$ cat src/verilog/ldsb_pkg.sv
package ldsb_pkg;
    // system clock and display timing
    localparam int CLK_HZ = 25000000;
    localparam int SCAN_HZ = 500;
    localparam int DIGIT_NS = 244000;
    localparam int BLANK_NS = 6000;
    localparam int NUM_DIGITS = 8;
    localparam int CLK_PERIOD_NS = 1000000000 / CLK_HZ;
    // slot of one digit = on time + blanking gap (250 us)
    localparam int SLOT_CYCLES = CLK_HZ / (SCAN_HZ * NUM_DIGITS);
    // least time rounds up
    localparam int BLANK_CYCLES = (BLANK_NS + CLK_PERIOD_NS - 1) / CLK_PERIOD_NS;
    // longest on time rounds down
    localparam int DIGIT_CYCLES = DIGIT_NS / CLK_PERIOD_NS;
    // measurement spacing, 200 ms at nominal rate
    localparam int MEAS_MS = 200;
    localparam int MEAS_CYCLES = MEAS_MS * (CLK_HZ / 1000);
    localparam int TB_DIV = 1;
    localparam logic [3:0] DP_RESET = 4'h0;
    localparam logic [2:0] MSD_POS = 3'h7;
    typedef enum logic [1:0] {LDSB_BLANK, LDSB_SHOW} ldsb_phase_t;
endpackage

$ cat src/verilog/ldsb_timebase.sv
`timescale 1ns/1ps
module ldsb_timebase #(
    parameter int DIV = ldsb_pkg::TB_DIV
) (
    input wire logic sys_clk,
    input wire logic rst,
    output logic tick
);
    import ldsb_pkg::*;
    logic [7:0] cnt_reg;
    logic [7:0] cnt_next;
    logic tick_reg;
    logic tick_next;
    initial begin
        if (DIV < 1 || DIV > 255) $error("ldsb_timebase: DIV out of range");
    end
    always_comb begin
        cnt_next = cnt_reg + 8'h01;
        tick_next = 1'b0;
        if (cnt_reg == 8'(DIV - 1)) begin
            cnt_next = 8'h00;
            tick_next = 1'b1;
        end
    end
    always_ff @(posedge sys_clk) begin
        if (rst) begin
            cnt_reg <= 8'h00;
            tick_reg <= 1'b0;
        end else begin
            cnt_reg <= cnt_next;
            tick_reg <= tick_next;
        end
    end
    assign tick = (DIV == 1) ? 1'b1 : tick_reg;
endmodule

$ cat src/verilog/ldsb_scan.sv
`timescale 1ns/1ps
module ldsb_scan #(
    parameter int TB_DIV = ldsb_pkg::TB_DIV,
    parameter int SLOT = ldsb_pkg::SLOT_CYCLES,
    parameter int BLANK = ldsb_pkg::BLANK_CYCLES,
    parameter int MEAS = ldsb_pkg::MEAS_CYCLES,
    parameter bit EXT_DP_EN = 1'b1
) (
    input wire logic sys_clk,
    input wire logic rst,
    input wire logic [31:0] count_bcd,
    input wire logic [3:0] dp_pos,
    input wire logic [3:0] dp_internal,
    input wire logic overflow,
    output logic [7:0] digit_en,
    output logic [7:0] segments,
    output logic meas_gate
);
    import ldsb_pkg::*;
    initial begin
        if (BLANK < 1 || SLOT <= BLANK || MEAS < 2) $error("ldsb_scan: bad timing parameters");
        if (SLOT > 32'h000F_FFFF) $error("ldsb_scan: slot counter too narrow for SLOT");
    end
    logic tick;
    ldsb_timebase #(.DIV(TB_DIV)) u_tb (
        .sys_clk(sys_clk),
        .rst(rst),
        .tick(tick)
    );
    logic [19:0] slot_reg, slot_next;
    logic [2:0] pos_reg, pos_next;
    logic [31:0] meas_reg, meas_next;
    logic gate_reg, gate_next;
    logic [7:0] den_reg, den_next;
    logic [7:0] seg_reg, seg_next;
    logic [3:0] nib;
    logic [3:0] dp_eff;
    logic [7:0] nz_above;
    logic show;
    logic [2:0] pos_adv;
    // next position in scan order
    assign pos_adv = pos_reg + 3'h1;
    function automatic logic [6:0] font(input logic [3:0] v);
        case (v)
            4'h0: font = 7'h3f;
            4'h1: font = 7'h06;
            4'h2: font = 7'h5b;
            4'h3: font = 7'h4f;
            4'h4: font = 7'h66;
            4'h5: font = 7'h6d;
            4'h6: font = 7'h7d;
            4'h7: font = 7'h07;
            4'h8: font = 7'h7f;
            4'h9: font = 7'h6f;
            default: font = 7'h00;
        endcase
    endfunction
    // nonzero digit at or above each position
    genvar g;
    generate
        for (g = 0; g < NUM_DIGITS; g++) begin : g_nz
            if (g == NUM_DIGITS - 1) begin : g_top
                assign nz_above[g] = |count_bcd[4*g +: 4];
            end else begin : g_rest
                assign nz_above[g] = (|count_bcd[4*g +: 4]) | nz_above[g+1];
            end
        end
    endgenerate
    always_comb begin
        dp_eff = EXT_DP_EN ? dp_pos : dp_internal;
        nib = count_bcd[4*pos_adv +: 4];
        show = 1'b1;
        if (!nz_above[pos_adv] && {1'b0, pos_adv} != dp_eff) begin
            show = 1'b0;
        end
        if ({1'b0, pos_adv} < dp_eff) begin
            show = 1'b1;
        end
        if (overflow) begin
            show = 1'b1;
        end
    end
    always_comb begin
        slot_next = slot_reg;
        pos_next = pos_reg;
        den_next = den_reg;
        seg_next = seg_reg;
        if (tick) begin
            if (slot_reg == 20'(SLOT - 1)) begin
                slot_next = 20'h0_0000;
            end else begin
                slot_next = slot_reg + 20'h0_0001;
            end
            if (slot_reg == 20'(SLOT - 1)) begin
                den_next = 8'h00;
                seg_next = 8'h00;
            end else if (slot_reg == 20'(BLANK - 1)) begin
                pos_next = pos_adv;
                den_next = 8'h01 << pos_adv;
                seg_next[6:0] = show ? font(nib) : 7'h00;
                seg_next[7] = (pos_adv == MSD_POS) ? overflow : (dp_eff == {1'b0, pos_adv});
            end
        end
    end
    always_ff @(posedge sys_clk) begin
        if (rst) begin
            slot_reg <= 20'h0_0000;
            pos_reg <= MSD_POS;
            den_reg <= 8'h00;
            seg_reg <= 8'h00;
        end else begin
            slot_reg <= slot_next;
            pos_reg <= pos_next;
            den_reg <= den_next;
            seg_reg <= seg_next;
        end
    end
    always_comb begin
        meas_next = meas_reg;
        gate_next = gate_reg;
        if (tick) begin
            if (meas_reg == 32'(MEAS - 1)) begin
                meas_next = 32'h0000_0000;
                gate_next = ~gate_reg;
            end else begin
                meas_next = meas_reg + 32'h0000_0001;
            end
        end
    end
    always_ff @(posedge sys_clk) begin
        if (rst) begin
            meas_reg <= 32'h0000_0000;
            gate_reg <= 1'b0;
        end else begin
            meas_reg <= meas_next;
            gate_reg <= gate_next;
        end
    end
    assign digit_en = den_reg;
    assign segments = seg_reg;
    assign meas_gate = gate_reg;
    logic [19:0] on_cnt_reg;
    logic [19:0] on_cnt_next;
    always_comb begin
        on_cnt_next = on_cnt_reg;
        if (den_reg == 8'h00) begin
            on_cnt_next = 20'h0_0000;
        end else if (tick) begin
            on_cnt_next = on_cnt_reg + 20'h0_0001;
        end
    end
    always_ff @(posedge sys_clk) begin
        if (rst) begin
            on_cnt_reg <= 20'h0_0000;
        end else begin
            on_cnt_reg <= on_cnt_next;
        end
    end
    a_onehot_digit: assert property (@(posedge sys_clk) disable iff (rst) $onehot0(den_reg))
        else $error("more than one digit selected");
    a_gap_blank: assert property (@(posedge sys_clk) disable iff (rst)
        (slot_reg < 20'(BLANK)) |-> (den_reg == 8'h00 && seg_reg == 8'h00))
        else $error("outputs active during blanking gap");
    a_ovf_point: assert property (@(posedge sys_clk) disable iff (rst)
        (tick && slot_reg == 20'(BLANK - 1) && pos_adv == MSD_POS) |=> seg_reg[7] == $past(overflow))
        else $error("overflow point wrong on top digit");
    a_scan_order: assert property (@(posedge sys_clk) disable iff (rst)
        $rose(den_reg[0]) |-> $past(pos_reg) == 3'h7)
        else $error("scan order broken");
    a_gate_period: assert property (@(posedge sys_clk) disable iff (rst)
        $changed(gate_reg) |-> meas_reg == 32'h0000_0000)
        else $error("gate toggled off schedule");
    a_ovf_show: assert property (@(posedge sys_clk) disable iff (rst)
        (tick && overflow && slot_reg == 20'(BLANK - 1)) |=> seg_reg[6:0] != 7'h00)
        else $error("digit blanked under overflow");
    a_lead_blank: assert property (@(posedge sys_clk) disable iff (rst)
        (tick && slot_reg == 20'(BLANK - 1) && !overflow && {1'b0, pos_adv} > dp_eff
            && (count_bcd >> (4 * pos_adv)) == 32'h0000_0000) |=> seg_reg[6:0] == 7'h00)
        else $error("leading zero not blanked");
    a_frac_shown: assert property (@(posedge sys_clk) disable iff (rst)
        (tick && slot_reg == 20'(BLANK - 1) && {1'b0, pos_adv} < dp_eff) |=> seg_reg[6:0] != 7'h00)
        else $error("digit right of point blanked");
    a_on_time: assert property (@(posedge sys_clk) disable iff (rst)
        $fell(|den_reg) |-> $past(on_cnt_reg) == 20'(SLOT - BLANK - 1))
        else $error("digit on time wrong");
    a_slot_range: assert property (@(posedge sys_clk) disable iff (rst)
        slot_reg < 20'(SLOT))
        else $error("slot counter out of range");
    a_digit_hold: assert property (@(posedge sys_clk) disable iff (rst)
        $changed(den_reg) |-> ($past(tick) && ($past(slot_reg) == 20'(SLOT - 1) || $past(slot_reg) == 20'(BLANK - 1))))
        else $error("digit select changed mid slot");
endmodule

$ cat config.mk
export PLATFORM = sky130hd
export DESIGN_NAME = ldsb_scan
export DESIGN_NICKNAME = d
export VERILOG_FILES = /design/src/verilog/ldsb_pkg.sv /design/src/verilog/ldsb_timebase.sv /design/src/verilog/ldsb_scan.sv
export SDC_FILE = /design/constraint.sdc
export NUM_CORES = 1
export LEC_CHECK = 0
export ABC_AREA = 1
export BUFFER_PORTS_ARGS = -buffer_cell sky130_fd_sc_hd__clkbuf_2
export CORE_MARGIN = 1
export CORE_UTILIZATION = 45
export DETAILED_ROUTE_END_ITERATION = 10
export PLACE_DENSITY = 0.62
export SLEW_MARGIN = 20
export SYNTH_ARGS = -nofsm -noshare
export SYNTH_HDL_FRONTEND = slang
export SYNTH_SLANG_ARGS = --single-unit
$ cat constraint.sdc
create_clock -name sys_clk -period 3.3 [get_ports sys_clk]
set_clock_uncertainty 0.15 [all_clocks]
set_input_delay 0.66 -clock sys_clk [delete_from_list [all_inputs] [get_ports sys_clk]]
set_output_delay 0.66 -clock sys_clk [all_outputs]
set_load 0.05 [all_outputs]
Word-level counts from Yosys, hierarchy flattened. Memories as Yosys holds them, arrays and structs flattened. Index checks and enable logic that the tools add are counted.

$add $sub $neg: 3. Order comparisons: 2. Equality and inequality tests: 6. Shift operators: 2. Multiplexer cells: 7. Bitwise gates (word level): 9. Reduce and logical (&&, ||, !) cells: 13.

Operators with widths (count): $add 32x1->32 const B (1); $eq 32x23->1 const B (1); $reduce_or 4->1 (8); $shiftx 32x6->4 (1); $add 20x1->20 const B (1); $eq 20x13->1 const B (1); $eq 20x8->1 const B (1); $shl 1x3->8 const A (1); $mux 7 (1); $or 1x1->1 (7); $mux 1 (5); $eq 4x3->1 (1); $lt 3x4->1 (1); $lt 3x4->1 const B (1); $ne 3x4->1 (1); $reduce_or 2->1 (2); $add 3x1->3 const B (1); $bmux 1 s3 (1); $eq 3x3->1 const B (1); $not 1->1 (2); $reduce_and 2->1 (1); $logic_and 1x1->1 (1); $logic_not 1->1 (1).

Flip-flop bits (word level): 72. ROM bits: 112. Input port bits: 43. Word-level logic and storage cells: 49. Memories: 1.

Memory list: (name not given) (words 16, bits a word 7, read ports 1, clocked after Yosys merged registers in 0, write ports 0, RTL line ldsb_scan.sv:44) `case (v)`.

Longest topological paths before layout. Gate-level depths: netlist (run 1).

Depth in word-level cells: 16. Gate-level depth with buffers: 15.

Cells and area by module. A second synthesis (run 1) with hierarchy kept.

Cell total of the unflattened synthesis: 701. Area, all modules: 4488.1 µm².

By module, submodules not included: ldsb_scan (times used 1, cells an instance 699, area an instance 4476.8 µm², sequential area each 1441.4 µm²); ldsb_timebase (times used 1, cells an instance 2, area an instance 11.3 µm², sequential area each 0.0 µm²).

Worst setup path before layout (run 1). No wires, ideal clock.

Kind: register -> register. Start: reg pos_reg[0]. End: reg seg_reg[3] (netlist: segments[3]). Arrival time: 2.178 ns. Required time: 3.030 ns. Path slack: 0.852 ns. Stages on the path, launching flop included: 14. Path buffers: 2. Clock period less this slack: 2.448 ns. Path through: dfxtp_1 -> inv_2 -> buf_6 -> ha_1 -> inv_1 -> clkbuf_1 -> nand3_1 -> nand3_1 -> nand2_1 -> ha_1 -> nand3_1 -> nand3_1 -> nand3_1 -> a21oi_1.

Word-level cells in the longest chain between the ends: 9.

RTL lines: start: declaration (RTL line ldsb_scan.sv:31) `logic [2:0] pos_reg, pos_next;`; start signal: assignment (RTL line ldsb_scan.sv:113) `pos_reg <= pos_next;`; $add 3x1->3 (*) (RTL line ldsb_scan.sv:42) `assign pos_adv = pos_reg + 3'h1;`; via pos_adv[0] (RTL line ldsb_scan.sv:40) `logic [2:0] pos_adv;`; parallel branches: the longest is 7 deep, another holds $mem_v2 16x7; $mux 7 (*) (RTL line ldsb_scan.sv:100) `seg_next[6:0] = show ? font(nib) : 7'h00;`; end signal: assignment (RTL line ldsb_scan.sv:115) `seg_reg <= seg_next;`; end: declaration (RTL line ldsb_scan.sv:35) `logic [7:0] seg_reg, seg_next;`.

Mark *: on every way through the listed nets, which the timed path passes. The select of a mux whose other input is x is not followed. A chain may end at the register's enable or synchronous reset.

Worst setup path in the final report (run 1). Same ends and word-level chain as after synthesis.

==> metrics list, run 1 <==
- The run finished with clean final reports.
* PortBufs: 55
- Post-Place Worst Slack: 516.7 ps
- Combined global-route utilization of all metal layers: 21.48%
- Final cell utilization of the core: 51.77%
- Number of buffers inserted to repair setup after CTS: 0
- Post-DRT Antenna Nets: 0
- Total power for the finished layout comes to 0.001650 W.
- The number of slew-limit violations in the final report was 0.
- Peak ir drop on the vdd network: 0.1530 mV
- The first global-routing pass estimated 17760 um of wire.
- Required time of the worst setup path: 3390 ps
- The cell area that synthesis handed to floorplanning was 4531 um^2.
* Kind of end point of the critical path: register
- Final Cycle Share: 84.83%
- Measured along the x axis, the die boundary spans 102.3 um.
* Final number of setup-violating endpoints: 0
* Commonest cells after routing, fill and taps aside: sky130_fd_sc_hd__nand2_1, sky130_fd_sc_hd__nor2_1, sky130_fd_sc_hd__inv_1, sky130_fd_sc_hd__dfxtp_1, sky130_fd_sc_hd__nand3_1
- Wire length per cell: 11.90 um
- Total congestion overflow after global routing: 0
- The share of the Yosys chip area taken by registers is 31.81%.
* Number of gates resized after CTS: 0
* Full die area: 10470 um^2
- Total of warnings raised by yosys: 0
- Unique cell type count in the Yosys netlist: 42
- A synthesized cell averages 6.557 um^2.
* Critical path arrival: 2890 ps
* Slack of the critical path: 500.7 ps
- The via count of the first global-routing pass was 3943.
- Startpoint-to-endpoint class of the critical path: reg2reg
- Endpoints failing hold: 0
* Cell breakdown of the critical path: inv_2, ha_1, inv_1, nand3_1, nand2_1, o21ai_2, ha_1, nand3_1, nand3_1, nand3_1, a21oi_1
- The H-tree generated during clock tree synthesis spans 3 levels.
- CTS tree: done
* Highest net fanout along the worst path: 15
- Via count normalized by instance count: 5.041
* Layout Cells excl Fill: 882
- The initial antenna violation count is 0.
* Gate Count Post-Synth: 691
- The sequential cells in the finished layout cover a total of 1441 um^2.
- Number of synthesized register bits: 72
* Placed cells: 866
- Based on the critical path, the design can be clocked at up to 0.3572 GHz.
- The worst pin sits at a relative slew slack of 56.91%.
- TritonCTS created 9 clock buffers.
- Transition time at the pin with the least slew margin: 644.0 ps
- The worst setup path is launched from a register.
- Layout Area Growth over Synthesis: 11.68%
- Power per unit of standard cell area: 326.1 nW/um^2
- Antenna Cells: 0
* Total wirelength of the detailed-routed design: 10490 um
- Max reg flops: 32
- Final estimated routing congestion in global placement: 0.8601
- DP HPWL: 8186 um
- Counting every sink on the clock net gives 72.
- Area fraction of the dominant cell type after synthesis: 31.81%
* Fillers: 1038
- Maximum number of pins on one net before global-route repair: 33
* Largest incremental delay on the critical path: 550 ps
- Worst hold path type: reg2reg
- DR iter-0 viols: 239
- Cell types occupying the most area after synthesis: sky130_fd_sc_hd__dfxtp_1, sky130_fd_sc_hd__nand2_1, sky130_fd_sc_hd__nor2_1
- Number of remaining DRC errors: 0
- Summed over all cells, the static leakage comes to 2.177 nW.
- Boundary Pins: 60
- Clock-pin slew reported for the worst setup and hold paths after clock tree synthesis: 70 ps
- Master of the slowest instance on the critical path: sky130_fd_sc_hd__ha_1
* Total vias in the final route: 4446
- Core ar.: 9774 um^2
- Root buffer selected by CTS: sky130_fd_sc_hd__clkbuf_8
- Most area-hungry cell type in the Yosys netlist: sky130_fd_sc_hd__dfxtp_1
- The number of hold buffers added after CTS was 0.
- The worst path in the final design needs a cycle of 2799 ps, including I/O delays and setup.
* Final sum of negative setup slack: 0 ps
- Final Net Count: 802
- Site row count: 36
* # Max-Cap Violations: 0
- The post-route netlist has 15.62% of its cells at a drive strength greater than 1.
* CP dominant cell by count: sky130_fd_sc_hd__nand3_1
* Clock latency on the worst-skew pair: 360 ps
- Vertical extent of the die: 102.3 um
- Initial standard-cell utilization of the core: 46.35%
* RSZ-0062 raised after global routing: no
- The first detailed-routing pass took 5 iterations.
* Multi-input combinational cell area: 2610 um^2
- Most frequent standard cell in the layout excluding fill and tap cells: sky130_fd_sc_hd__nand2_1
* Clock Tree Buf Depth: 2
* Nets in the synthesized netlist: 749
[through the flow]
step | hold slack (ps) | instance area [um^2]
after floorplan | 278.7 | 4531
after global placement | 289.1 | 4876
after detailed placement | 305.7 | 4876
after CTS | 318.0 | 5060
after global routing | 340.5 | 5060
final | 313.5 | 5060
[power by group]
part	internal (W)	switching, W
combinational	0.0000427	0.0000664
sequential	0.000874	0.00000644
clock	0.000331	0.000329
total	0.00125	0.000402
[logic make-up after synthesis]
kind of cell | share of synthesized area [%]
AND/OR/NAND/NOR | 43.41
buffers and inverters | 10.58
flip-flops | 31.81
AO/OA/AOI/OAI | 6.932
adder cells (fa/ha/maj) | 4.143
XOR/XNOR | 2.872
multiplexers | 0.2485
[synthesized netlist by cell type]
cell and n:
sky130_fd_sc_hd__a21oi_1 36, sky130_fd_sc_hd__nor3b_1 1, sky130_fd_sc_hd__nor2_4 5, sky130_fd_sc_hd__nand3_1 60, sky130_fd_sc_hd__buf_2 5, sky130_fd_sc_hd__nand2_1 166, sky130_fd_sc_hd__or2_1 1, sky130_fd_sc_hd__or2_0 1
sky130_fd_sc_hd__nand3b_1 2, sky130_fd_sc_hd__clkbuf_1 3, sky130_fd_sc_hd__nand2_4 2, sky130_fd_sc_hd__o21bai_1 1, sky130_fd_sc_hd__o21ai_2 1, sky130_fd_sc_hd__o21ai_1 1, sky130_fd_sc_hd__o21ai_0 15, sky130_fd_sc_hd__buf_4 2
sky130_fd_sc_hd__o211ai_1 1, sky130_fd_sc_hd__xor2_1 10, sky130_fd_sc_hd__nor3_1 25, sky130_fd_sc_hd__nor3b_2 3, sky130_fd_sc_hd__dfxtp_1 72, sky130_fd_sc_hd__nand4_2 1, sky130_fd_sc_hd__buf_6 6, sky130_fd_sc_hd__a22oi_1 4
sky130_fd_sc_hd__nand3_4 1, sky130_fd_sc_hd__xor2_2 1, sky130_fd_sc_hd__nand2_2 9, sky130_fd_sc_hd__nor3_2 2, sky130_fd_sc_hd__nor2_1 97, sky130_fd_sc_hd__nor2_2 6, sky130_fd_sc_hd__and2_1 1, sky130_fd_sc_hd__and3_1 1
sky130_fd_sc_hd__mux2_2 1, sky130_fd_sc_hd__nand3_2 5, sky130_fd_sc_hd__nor4_1 5, sky130_fd_sc_hd__ha_1 15, sky130_fd_sc_hd__inv_1 93, sky130_fd_sc_hd__nand4_1 20, sky130_fd_sc_hd__inv_2 3, sky130_fd_sc_hd__xnor2_1 3
sky130_fd_sc_hd__nor4_4 1, sky130_fd_sc_hd__or2_2 3
[cell type report]
| type | instances | share of cell area (%) |
|---|---|---|
| multi-input cells | 507 | 51.58 |
| flip-flops and latches | 72 | 28.49 |
| inverters | 96 | 7.122 |
| repair buffers | 58 | 5.885 |
| clock buffers | 13 | 3.338 |
| well taps | 133 | 3.289 |
| clock inverters | 3 | 0.2967 |
[layer usage]
metal  share of wire, %  routed length (um)  vias to the layer above  track usage [%]
met1                 49                5191                     1998            29.93
met2                 44                4614                      114            32.94
met5                  0                   0                        -                0
li1                   -                   -                     2324                -
met4                1.2                 125                        0            7.912
met3                5.3                 560                       10            3.967
[path summary, 6_finish.rpt]
kind | from | to | slack [ps] | cells past startpoint
worst max register to register | pos_reg[0] | segments[3] | 500 | 11
worst min register to register | meas_reg[31] | meas_reg[31] | 310 | 2
worst min-delay path | meas_reg[31] | meas_reg[31] | 310 | 2
worst max-delay path | pos_reg[0] | segments[3] | 500 | 11
[critical path, delay by kind of cell (launching register included)]
family	cells	cell delay, ps
AOI/OAI and AO/OA	2	260
adders and majority gates	2	830
and+or+nand+nor	5	520
DFF	1	480
buffers and inverters	2	440
(Power assumes the default switching activity.)
==> run 2: changes to the inputs <==
--- a/config.mk
+++ b/config.mk
@@ -5,12 +5,12 @@
 export SDC_FILE = /design/constraint.sdc
 export NUM_CORES = 1
 export LEC_CHECK = 0
-export ABC_AREA = 1
+export ABC_AREA = 0
 export BUFFER_PORTS_ARGS = -buffer_cell sky130_fd_sc_hd__clkbuf_2
 export CORE_MARGIN = 1
 export CORE_UTILIZATION = 45
 export DETAILED_ROUTE_END_ITERATION = 10
-export PLACE_DENSITY = 0.62
+export PLACE_DENSITY = 0.63
 export SLEW_MARGIN = 20
 export SYNTH_ARGS = -nofsm -noshare
 export SYNTH_HDL_FRONTEND = slang
==> constraint.sdc (replaced) <==
create_clock -name sys_clk -period 2.7 [get_ports sys_clk]
set_clock_uncertainty 0.15 [all_clocks]
set_input_delay 0.54 -clock sys_clk [delete_from_list [all_inputs] [get_ports sys_clk]]
set_output_delay 0.54 -clock sys_clk [all_outputs]
set_load 0.05 [all_outputs]
==> run 2 against run 1 <==
Against the previous run:
- maximum frequency up 8.6%
- clock power up 40%
- global-route usage down 1.5 points
- flip-flop and latch count unchanged
- register-to-register slack worse by 380 ps
- non-clock buffer count up 20
- via count down 27%
- critical path depth down 2
- setup slack worse by 380 ps
- synthesized area down 18%
- power up 29%
- synthesized cell count down 37%
- highest routed layer unchanged
==> metrics list, run 2 <==
- The flow ran to the end, and the final reports show no timing, DRC or antenna violations.
* Sequential-to-total area share from yosys stat: 38.75% (+6.9 points)
- Final sum of negative setup slack: 0 ps (unchanged)
* Cell types occupying the most area after synthesis: sky130_fd_sc_hd__dfxtp_1, sky130_fd_sc_hd__xor2_1, sky130_fd_sc_hd__nor2_1
- The tree is rooted in a sky130_fd_sc_hd__clkbuf_8.
* Post-layout minimum cycle time: 2577 ps (-222.4 ps)
- The weighted congestion reported at the end of routability-driven placement came to 0.9078 (+5.5%).
* Clock Sinks: 72 (unchanged)
- The number of vias per cell was 5.290 (+4.9%).
* Multi-input combinational cell area: 2191 um^2 (-16%)
* Slack of the critical path: 123.1 ps (-377.6 ps)
* Power per unit of standard cell area: 474.2 nW/um^2 (+45%)
* Capture point of the worst reg-to-reg path: segments[6]
- Post-synth EDFFs: 0 (unchanged)
- The maximum number of pins on one net before global-route repair is 22 (-33%).
- The number of slew-limit violations in the final report is 0 (unchanged).
- Clock-pin slew reported for the worst setup and hold paths after clock tree synthesis: 70 ps (about the same)
* Path depth of the worst reg2reg path: 9 (-2)
* Total congestion overflow after global routing: 0 (unchanged)
- The worst register-to-register path begins at pos_reg[1].
* Total cell area at the placement stage: 4237 um^2 (-13%)
- The global-route usage over all layers came to 19.97% (-1.5 points).
- Total vias in the final route: 3227 (-27%)
- The share of flip-flops with an asynchronous set or reset after synthesis was 0% (unchanged).
- The largest total area in the synthesized netlist belongs to sky130_fd_sc_hd__dfxtp_1.
- The final count of hold timing violations came to 0 (unchanged).
* Clock power share: 43.5% (+3.5 points)
- The worst endpoint required time is 2800 ps (-590 ps).
* Number of remaining DRC errors: 0 (unchanged)
* Total clock buffers created by CTS: 9 (unchanged)
- The Yosys warning count was 0 (unchanged).
* Highest net fanout along the worst path: 6 (-9)
- Library cell with the highest instance count after synthesis: sky130_fd_sc_hd__dfxtp_1
- Gate Count Post-Synth: 432 (-37%)
- Share of final-layout standard cells stronger than drive strength 1: 23.23% (+7.6 points)
- The final number of setup-violating endpoints was 0 (unchanged).
* Category of the worst setup path launch point: register
- Most frequent standard cell in the layout excluding fill and tap cells: sky130_fd_sc_hd__dfxtp_1
- Syn Area/Cell: 8.611 um^2 (+31%)
* Clock Tree Buf Depth: 2 (unchanged)
* DP HPWL: 6083 um (-26%)
- Leading cell types by count after synthesis: sky130_fd_sc_hd__dfxtp_1, sky130_fd_sc_hd__nor2_1, sky130_fd_sc_hd__nand2_1
- The number of hold buffers added after CTS was 0 (unchanged).
- The max-capacitance violation count is 0 (unchanged).
- The worst hold path belongs to the class reg2reg.
* Max reg flops: 32 (unchanged)
* Initial antenna violation count: 0 (unchanged)
- Wire length per cell: 13.22 um (+11%)
* Transition time at the pin with the least slew margin: 539.2 ps (-104.9 ps)
* Die X: 92.92 um (-9.2%)
- Critical path arrival: 2680 ps (-210 ps)
- The total number of nets in the final design came to 562 (-30%).
* Vertical extent of the die: 92.92 um (-9.2%)
* Antenna Cells: 0 (unchanged)
* Full die area: 8634 um^2 (-18%)
- The via count of the first global-routing pass is 3095 (-22%).
* Core ar.: 7848 um^2 (-20%)
- The number of fill cells in the layout was 758 (-27%).
- Switching power of the nets: 0.0004621 W (+15%)
* Startpoint-to-endpoint class of the critical path: reg2reg
* Share of power burned in combinational logic: 6.3% (-0.3 points)
- Unique cell type count in the Yosys netlist: 46 (+9.5%)
- The setup slack of the most critical reg-to-reg path was 120 ps (-380 ps).
- The effective utilization at floorplan was 47.40% (+1.0 points).
- The wire length of the first global-routing pass came to 13900 um (-22%).
- The number of stages on the worst hold path was 1 (-1).
- Cell Area, Synth: 3720 um^2 (-18%)
- Final design instance area without fill: 4499 um^2 (-11%)
- The first-iteration detailed-routing DRC count was 87 (-64%).
- The portion of synthesized cell area occupied by the leading cell type was 38.75% (+6.9 points).
* Number of synthesized register bits: 72 (unchanged)
- The storage element area is 1449 um^2 (+0.52%).
- Nets in the synthesized netlist: 490 (-35%)
- In this run the most critical hold path is launched from meas_reg[0].
- Total wirelength of the detailed-routed design: 8064 um (-23%)
* Design internal power: 0.001671 W (+34%)
* CTS H-Tree Depth: 3 (unchanged)
- The number of detailed-route iterations in the first pass was 4 (-1).
* Clock latency on the worst-skew pair: 340 ps (-20 ps)
- Hold-critical path endpoint: meas_reg[0]
* Max-slew headroom: 63.90% (+7.0 points)
- Dominant synthesized flop cell: sky130_fd_sc_hd__dfxtp_1
- The remaining antenna violation count was 0 (unchanged).
* Final Cycle Share: 95.44% (+11 points)
* Upper clock frequency limit: 0.3881 GHz (+8.6%)
- CTS tree: done
* Hold slack final: 291.1 ps (-22.38 ps)
- From synthesis to final layout, the design area changed by 20.96%.
- The sequential share of power was 50.3% (-3.1 points).
- Commonest cells after routing, fill and taps aside: sky130_fd_sc_hd__dfxtp_1, sky130_fd_sc_hd__nor2_1, sky130_fd_sc_hd__clkbuf_2, sky130_fd_sc_hd__nand2_1, sky130_fd_sc_hd__xor2_1
- Site row count: 32 (-11%)
- Switching part of the total: 21.66% (-2.7 points)
* Post-Place Worst Slack: 0.4152 ps (-516.3 ps)
- STA classifies the critical path endpoint as a register.
- The worst voltage drop across the vdd grid was 0.3864 mV (+150%).
- Pleak: 1.768 nW (-19%)
- The number of I/O port buffers was 55 (unchanged).
* Boundary Pins: 60 (unchanged)
-- run 2: cell types whose count changed in the layout (fill, tap and decap cells not counted), moves of 10 or more --
| cell | delta |
|---|---|
| sky130_fd_sc_hd__nand2_1 | -126 |
| sky130_fd_sc_hd__inv_1 | -83 |
| sky130_fd_sc_hd__nand3_1 | -33 |
| sky130_fd_sc_hd__nor2_1 | -31 |
| sky130_fd_sc_hd__xor2_1 | +22 |
| sky130_fd_sc_hd__a21oi_1 | -21 |
| sky130_fd_sc_hd__buf_4 | +18 |
| sky130_fd_sc_hd__xnor2_1 | +15 |
| sky130_fd_sc_hd__nor3_1 | -13 |
| sky130_fd_sc_hd__nand4_1 | -10 |
| sky130_fd_sc_hd__o21ai_0 | -10 |
-- run 2: stage by stage --
stage | utilization (%) | power [W] | std cells
2_1_floorplan | - | 0.001165 | 432
3_5_place_dp | 53.99 | 0.001229 | 590
6_report | 57.33 | 0.002133 | 610
4_1_cts | 56.78 | 0.002166 | 605
3_3_place_gp | 53.99 | 0.001225 | 590
5_1_grt | 57.33 | 0.002220 | 610
-- run 2: layer usage --
metal / global-route usage (%) / up-vias / part of all wire (%)
li1: - / 1651 / -
met1: 25.18 / 1498 / 46
met2: 33.39 / 69 / 49
met3: 4.762 / 9 / 4.2
met4: 6.538 / 0 / 1.2
met5: 0 / - / 0
-- run 2: area by class of cell --
| type | count | area share [%] |
|---|---|---|
| clock buffer | 10 | 3.059 |
| timing repair buffer | 78 | 10.18 |
| sequential | 72 | 32.20 |
| multi-input combinational | 328 | 48.69 |
| inverter | 15 | 1.251 |
| clock inverter | 5 | 1.780 |
| tap | 102 | 2.836 |
-- run 2: cells by family (layout without fill, tap and decap cells) --
kind of cell	count (synthesis)	in the layout	synth area share, %
AOI/OAI and AO/OA	38	38	6.222
xor gates and xnor gates	51	51	12.21
adders and majority gates	15	15	5.045
buffers and inverters	32	108	3.431
DFF	72	72	38.75
muxes	17	17	6.660
and+or+nand+nor	207	207	27.68
-- run 2: worst max-delay path by stage --
stage,from,to,slack (ps)
detailed placement,pos_reg[1],segments[6],0.4
finish,pos_reg[1],segments[6],120
CTS,pos_reg[1],segments[6],40
global placement,pos_reg[1],segments[4],80
global route,pos_reg[1],segments[0],-40
floorplan,pos_reg[0],segments[4],-50
-- run 2: what timing repair did --
action / in CTS / in global routing
resized for setup: 1 / 8
setup buffers: 0 / 5
setup endpoints to repair: 1 / 6
pin swaps: 1 / 4
-- run 2: power groups by stage --
stage	clock network (W)	logic (W)	registers, W
4_1_cts	0.000962	0.000131	0.00107
3_3_place_gp	0	0.000128	0.00110
2_1_floorplan	0	0.0000670	0.00110
6_report	0.000927	0.000134	0.00107
5_1_grt	0.000999	0.000148	0.00107
3_5_place_dp	0	0.000131	0.00110
-- run 2: critical path, cell delays in order (launching register included) --
cell and delay [ps]:
sky130_fd_sc_hd__dfxtp_4 380, sky130_fd_sc_hd__inv_2 60, sky130_fd_sc_hd__ha_4 320, sky130_fd_sc_hd__clkbuf_2 180, sky130_fd_sc_hd__buf_4 120, sky130_fd_sc_hd__mux4_2 300, sky130_fd_sc_hd__mux2i_1 390, sky130_fd_sc_hd__a21o_1 240
sky130_fd_sc_hd__o211ai_1 120, sky130_fd_sc_hd__o31ai_1 240
==> run 3: changes to the inputs <==
==> constraint.sdc (replaced) <==
create_clock -name sys_clk -period 2.7 [get_ports sys_clk]
set_clock_uncertainty 0.15 [all_clocks]
set_input_delay 0.27 -clock sys_clk [delete_from_list [all_inputs] [get_ports sys_clk]]
set_output_delay 0.27 -clock sys_clk [all_outputs]
set_load 0.05 [all_outputs]
==> run 3 against run 2 <==
Against the previous run:
- count of clock-buffer cells in the layout rose by 1
- critical path depth did not move
- die area did not move
- power fell by 9.4%
- flip-flop and latch count did not move
- setup slack got worse by 11 ps
- final area fell by 1.8%
- non-clock buffer count fell by 5
- highest routed layer unchanged
==> metrics list, run 3 (synthesis results as in run 2) <==
- PortBufs: 55 (unchanged)
- The number of H-tree branching levels is 3 (unchanged).
- In the layout the commonest cells are sky130_fd_sc_hd__dfxtp_1, sky130_fd_sc_hd__nor2_1, sky130_fd_sc_hd__clkbuf_2, sky130_fd_sc_hd__nand2_1, sky130_fd_sc_hd__xor2_1.
- The number of cells on the worst reg-to-reg path is 9 (unchanged).
- Endpoints failing hold: 0 (unchanged)
* Pleak: 1.713 nW (-3.1%)
- The ratio of cells with drive above 1 in the final layout is 22.91% (-0.32 points).
* Startpoint-to-endpoint class of the critical path: reg2reg
- Total vias in the final route: 3186 (-1.3%)
* Category of the worst setup path launch point: register
- Initial antenna violation count: 0 (unchanged)
- For this design, the slowest cell found on the critical path is sky130_fd_sc_hd__mux4_2.
- The top-level port count is 60 (unchanged).
- The via count of the first global-routing pass came to 3062 (-1.1%).
- The final worst setup slack came to 112.4 ps (-10.71 ps).
- The longest individual stage delay on the worst path came to 540 ps (+150 ps).
- Among the stages of the critical path, the cell type that occurs most often is sky130_fd_sc_hd__inv_2.
- The area of the placeable core is 7848 um^2 (unchanged).
- Wire length per cell: 13.20 um (-0.18%)
- Via count normalized by instance count: 5.275 (-0.29%)
- Critical path arrival: 2640 ps (-40 ps)
- Site row count: 32 (unchanged)
- The final number of setup-violating endpoints came to 0 (unchanged).
* Most frequent standard cell in the layout excluding fill and tap cells: sky130_fd_sc_hd__dfxtp_1
* Clock Tree Buf Depth: 2 (unchanged)
* Final estimated routing congestion in global placement: 0.9080 (about the same)
- Fillers: 747 (-1.5%)
* Required time of the worst setup path: 2750 ps (-50 ps)
* Cell breakdown of the critical path: inv_2, ha_4, mux4_2, mux2i_4, inv_2, ha_1, mux2_2, o22ai_2, nor3_1
- Final design instance area without fill: 4420 um^2 (-1.8%)
- Root buffer selected by CTS: sky130_fd_sc_hd__clkbuf_8
- The worst relative slew slack came to 62.35% (-1.6 points).
- Upper clock frequency limit: 0.3865 GHz (-0.41%)
- The post-detailed-placement half-perimeter wirelength was 5933 um (-2.5%).
- The maximum number of pins on one net before global-route repair is 33 (+50%).
- Vertical extent of the die: 92.92 um (unchanged)
* Layout Area Growth over Synthesis: 18.84%
* Final cell utilization of the core: 56.33% (-1.0 points)
- The total clock buffers created by CTS came to 9 (unchanged).
- STA classifies the critical path endpoint as a register.
- The global-route usage over all layers was 19.67% (-0.30 points).
* Number of iterations in the first detailed-routing pass: 4 (unchanged)
* Antenna Cells: 0 (unchanged)
* Power per unit of standard cell area: 437.4 nW/um^2 (-7.8%)
- Hold Path Depth: 2 (+1)
- # Max-Cap Violations: 0 (unchanged)
- Total wirelength of the detailed-routed design: 7970 um (-1.2%)
- Count of buffering cells on the critical path with inverters included: 2 (-1)
- The sum of negative setup slack was 0 ps (unchanged).
- The worst voltage drop across the vdd grid was 0.2771 mV (-28%).
- The post-placement cell area was 4217 um^2 (-0.47%).
- Max reg flops: 32 (unchanged)
- The insertion delay to the later sink of the worst-skew pair was 340 ps (about the same).
- Post-layout minimum cycle time: 2588 ps (+10.71 ps)
* Highest net fanout along the worst path: 6 (unchanged)
* Result of the run: complete, no violations
- DR iter-0 viols: 108 (+24%)
* CTS tree: done
- Die X: 92.92 um (unchanged)
- Initial standard-cell utilization of the core: 47.40% (unchanged)
- Final Net Count: 557 (-0.89%)
* Total congestion overflow after global routing: 0 (unchanged)
- Critical Path Stages: 9 (unchanged)
- Post-DRT Antenna Nets: 0 (unchanged)
- Post-Place Worst Slack: 28.65 ps (+28.24 ps)
- Final Cycle Share: 95.84% (+0.40 points)
- The wire length of the first global-routing pass came to 13560 um (-2.4%).
* Number of remaining DRC errors: 0 (unchanged)
- The number of hold buffers added after CTS came to 0 (unchanged).
- Full die area: 8634 um^2 (unchanged)
- Hold slack final: 51.85 ps (-239.2 ps)
- The worst hold path belongs to the class in2reg.
* Clock-pin slew reported for the worst setup and hold paths after clock tree synthesis: 70 ps (about the same)
- The number of clock sinks seen by CTS was 72 (unchanged).
* Cell family with the largest share of critical-path delay: multiplexers
- Max-slew violation total from the final report: 0 (unchanged)
- Transition time at the pin with the least slew margin: 562.3 ps (+23.19 ps)
==> run 3: changes by cell type in the layout (fill, tap and decap cells not counted), sizes merged <==
cell | previous run | this run
buf | 22 | 18
bufinv | 2 | 0
clkinvlp | 0 | 1
clkinv | 2 | 1
==> run 3: routing by layer <==
layer	vias to the layer above	GRT usage [%]	share of wire, %
li1	1638	-	-
met1	1481	24.95	48
met2	59	31.92	47
met3	8	5.747	4.2
met4	0	6.410	0.95
met5	-	0	0
==> run 3: worst paths after layout <==
| path | from | to | slack, ps |
|---|---|---|---|
| worst min-delay path | rst | meas_gate | 50 |
| worst min register to register | meas_reg[0] | meas_reg[0] | 290 |
| worst max register to register | pos_reg[1] | segments[4] | 110 |
| worst max-delay path | pos_reg[1] | segments[4] | 110 |
==> run 3: layout make-up <==
class | count | area [um^2] | share of cell area [%]
clock inverters | 3 | 18.77 | 0.4246
well taps | 102 | 127.6 | 2.887
inverters | 15 | 56.30 | 1.274
flip-flops and latches | 72 | 1446 | 32.72
repair buffers | 73 | 407.9 | 9.227
clock buffers | 11 | 141.4 | 3.198
multi-input cells | 328 | 2222 | 50.27
==> run 3: where the power goes <==
| part | total [W] | switching [W] | internal, W |
|---|---|---|---|
| clock network | 0.000728 | 0.000380 | 0.000348 |
| registers | 0.00107 | 0.00000575 | 0.00107 |
| logic | 0.000132 | 0.0000710 | 0.0000609 |
==> run 3: what timing repair did <==
| item | 4_1_cts | 5_1_grt |
|---|---|---|
| setup endpoints to repair | 0 | 7 |
| buffers inserted | 0 | 1 |
| gates resized for setup | 0 | 13 |
| hold endpoints to repair | 0 | 0 |
==> run 3: per-stage QoR <==
stage | power (W) | std cells
floorplan | 0.001165 | 432
global placement | 0.001223 | 589
detailed placement | 0.001226 | 589
CTS | 0.001956 | 603
global route | 0.002018 | 604
finish | 0.001933 | 604
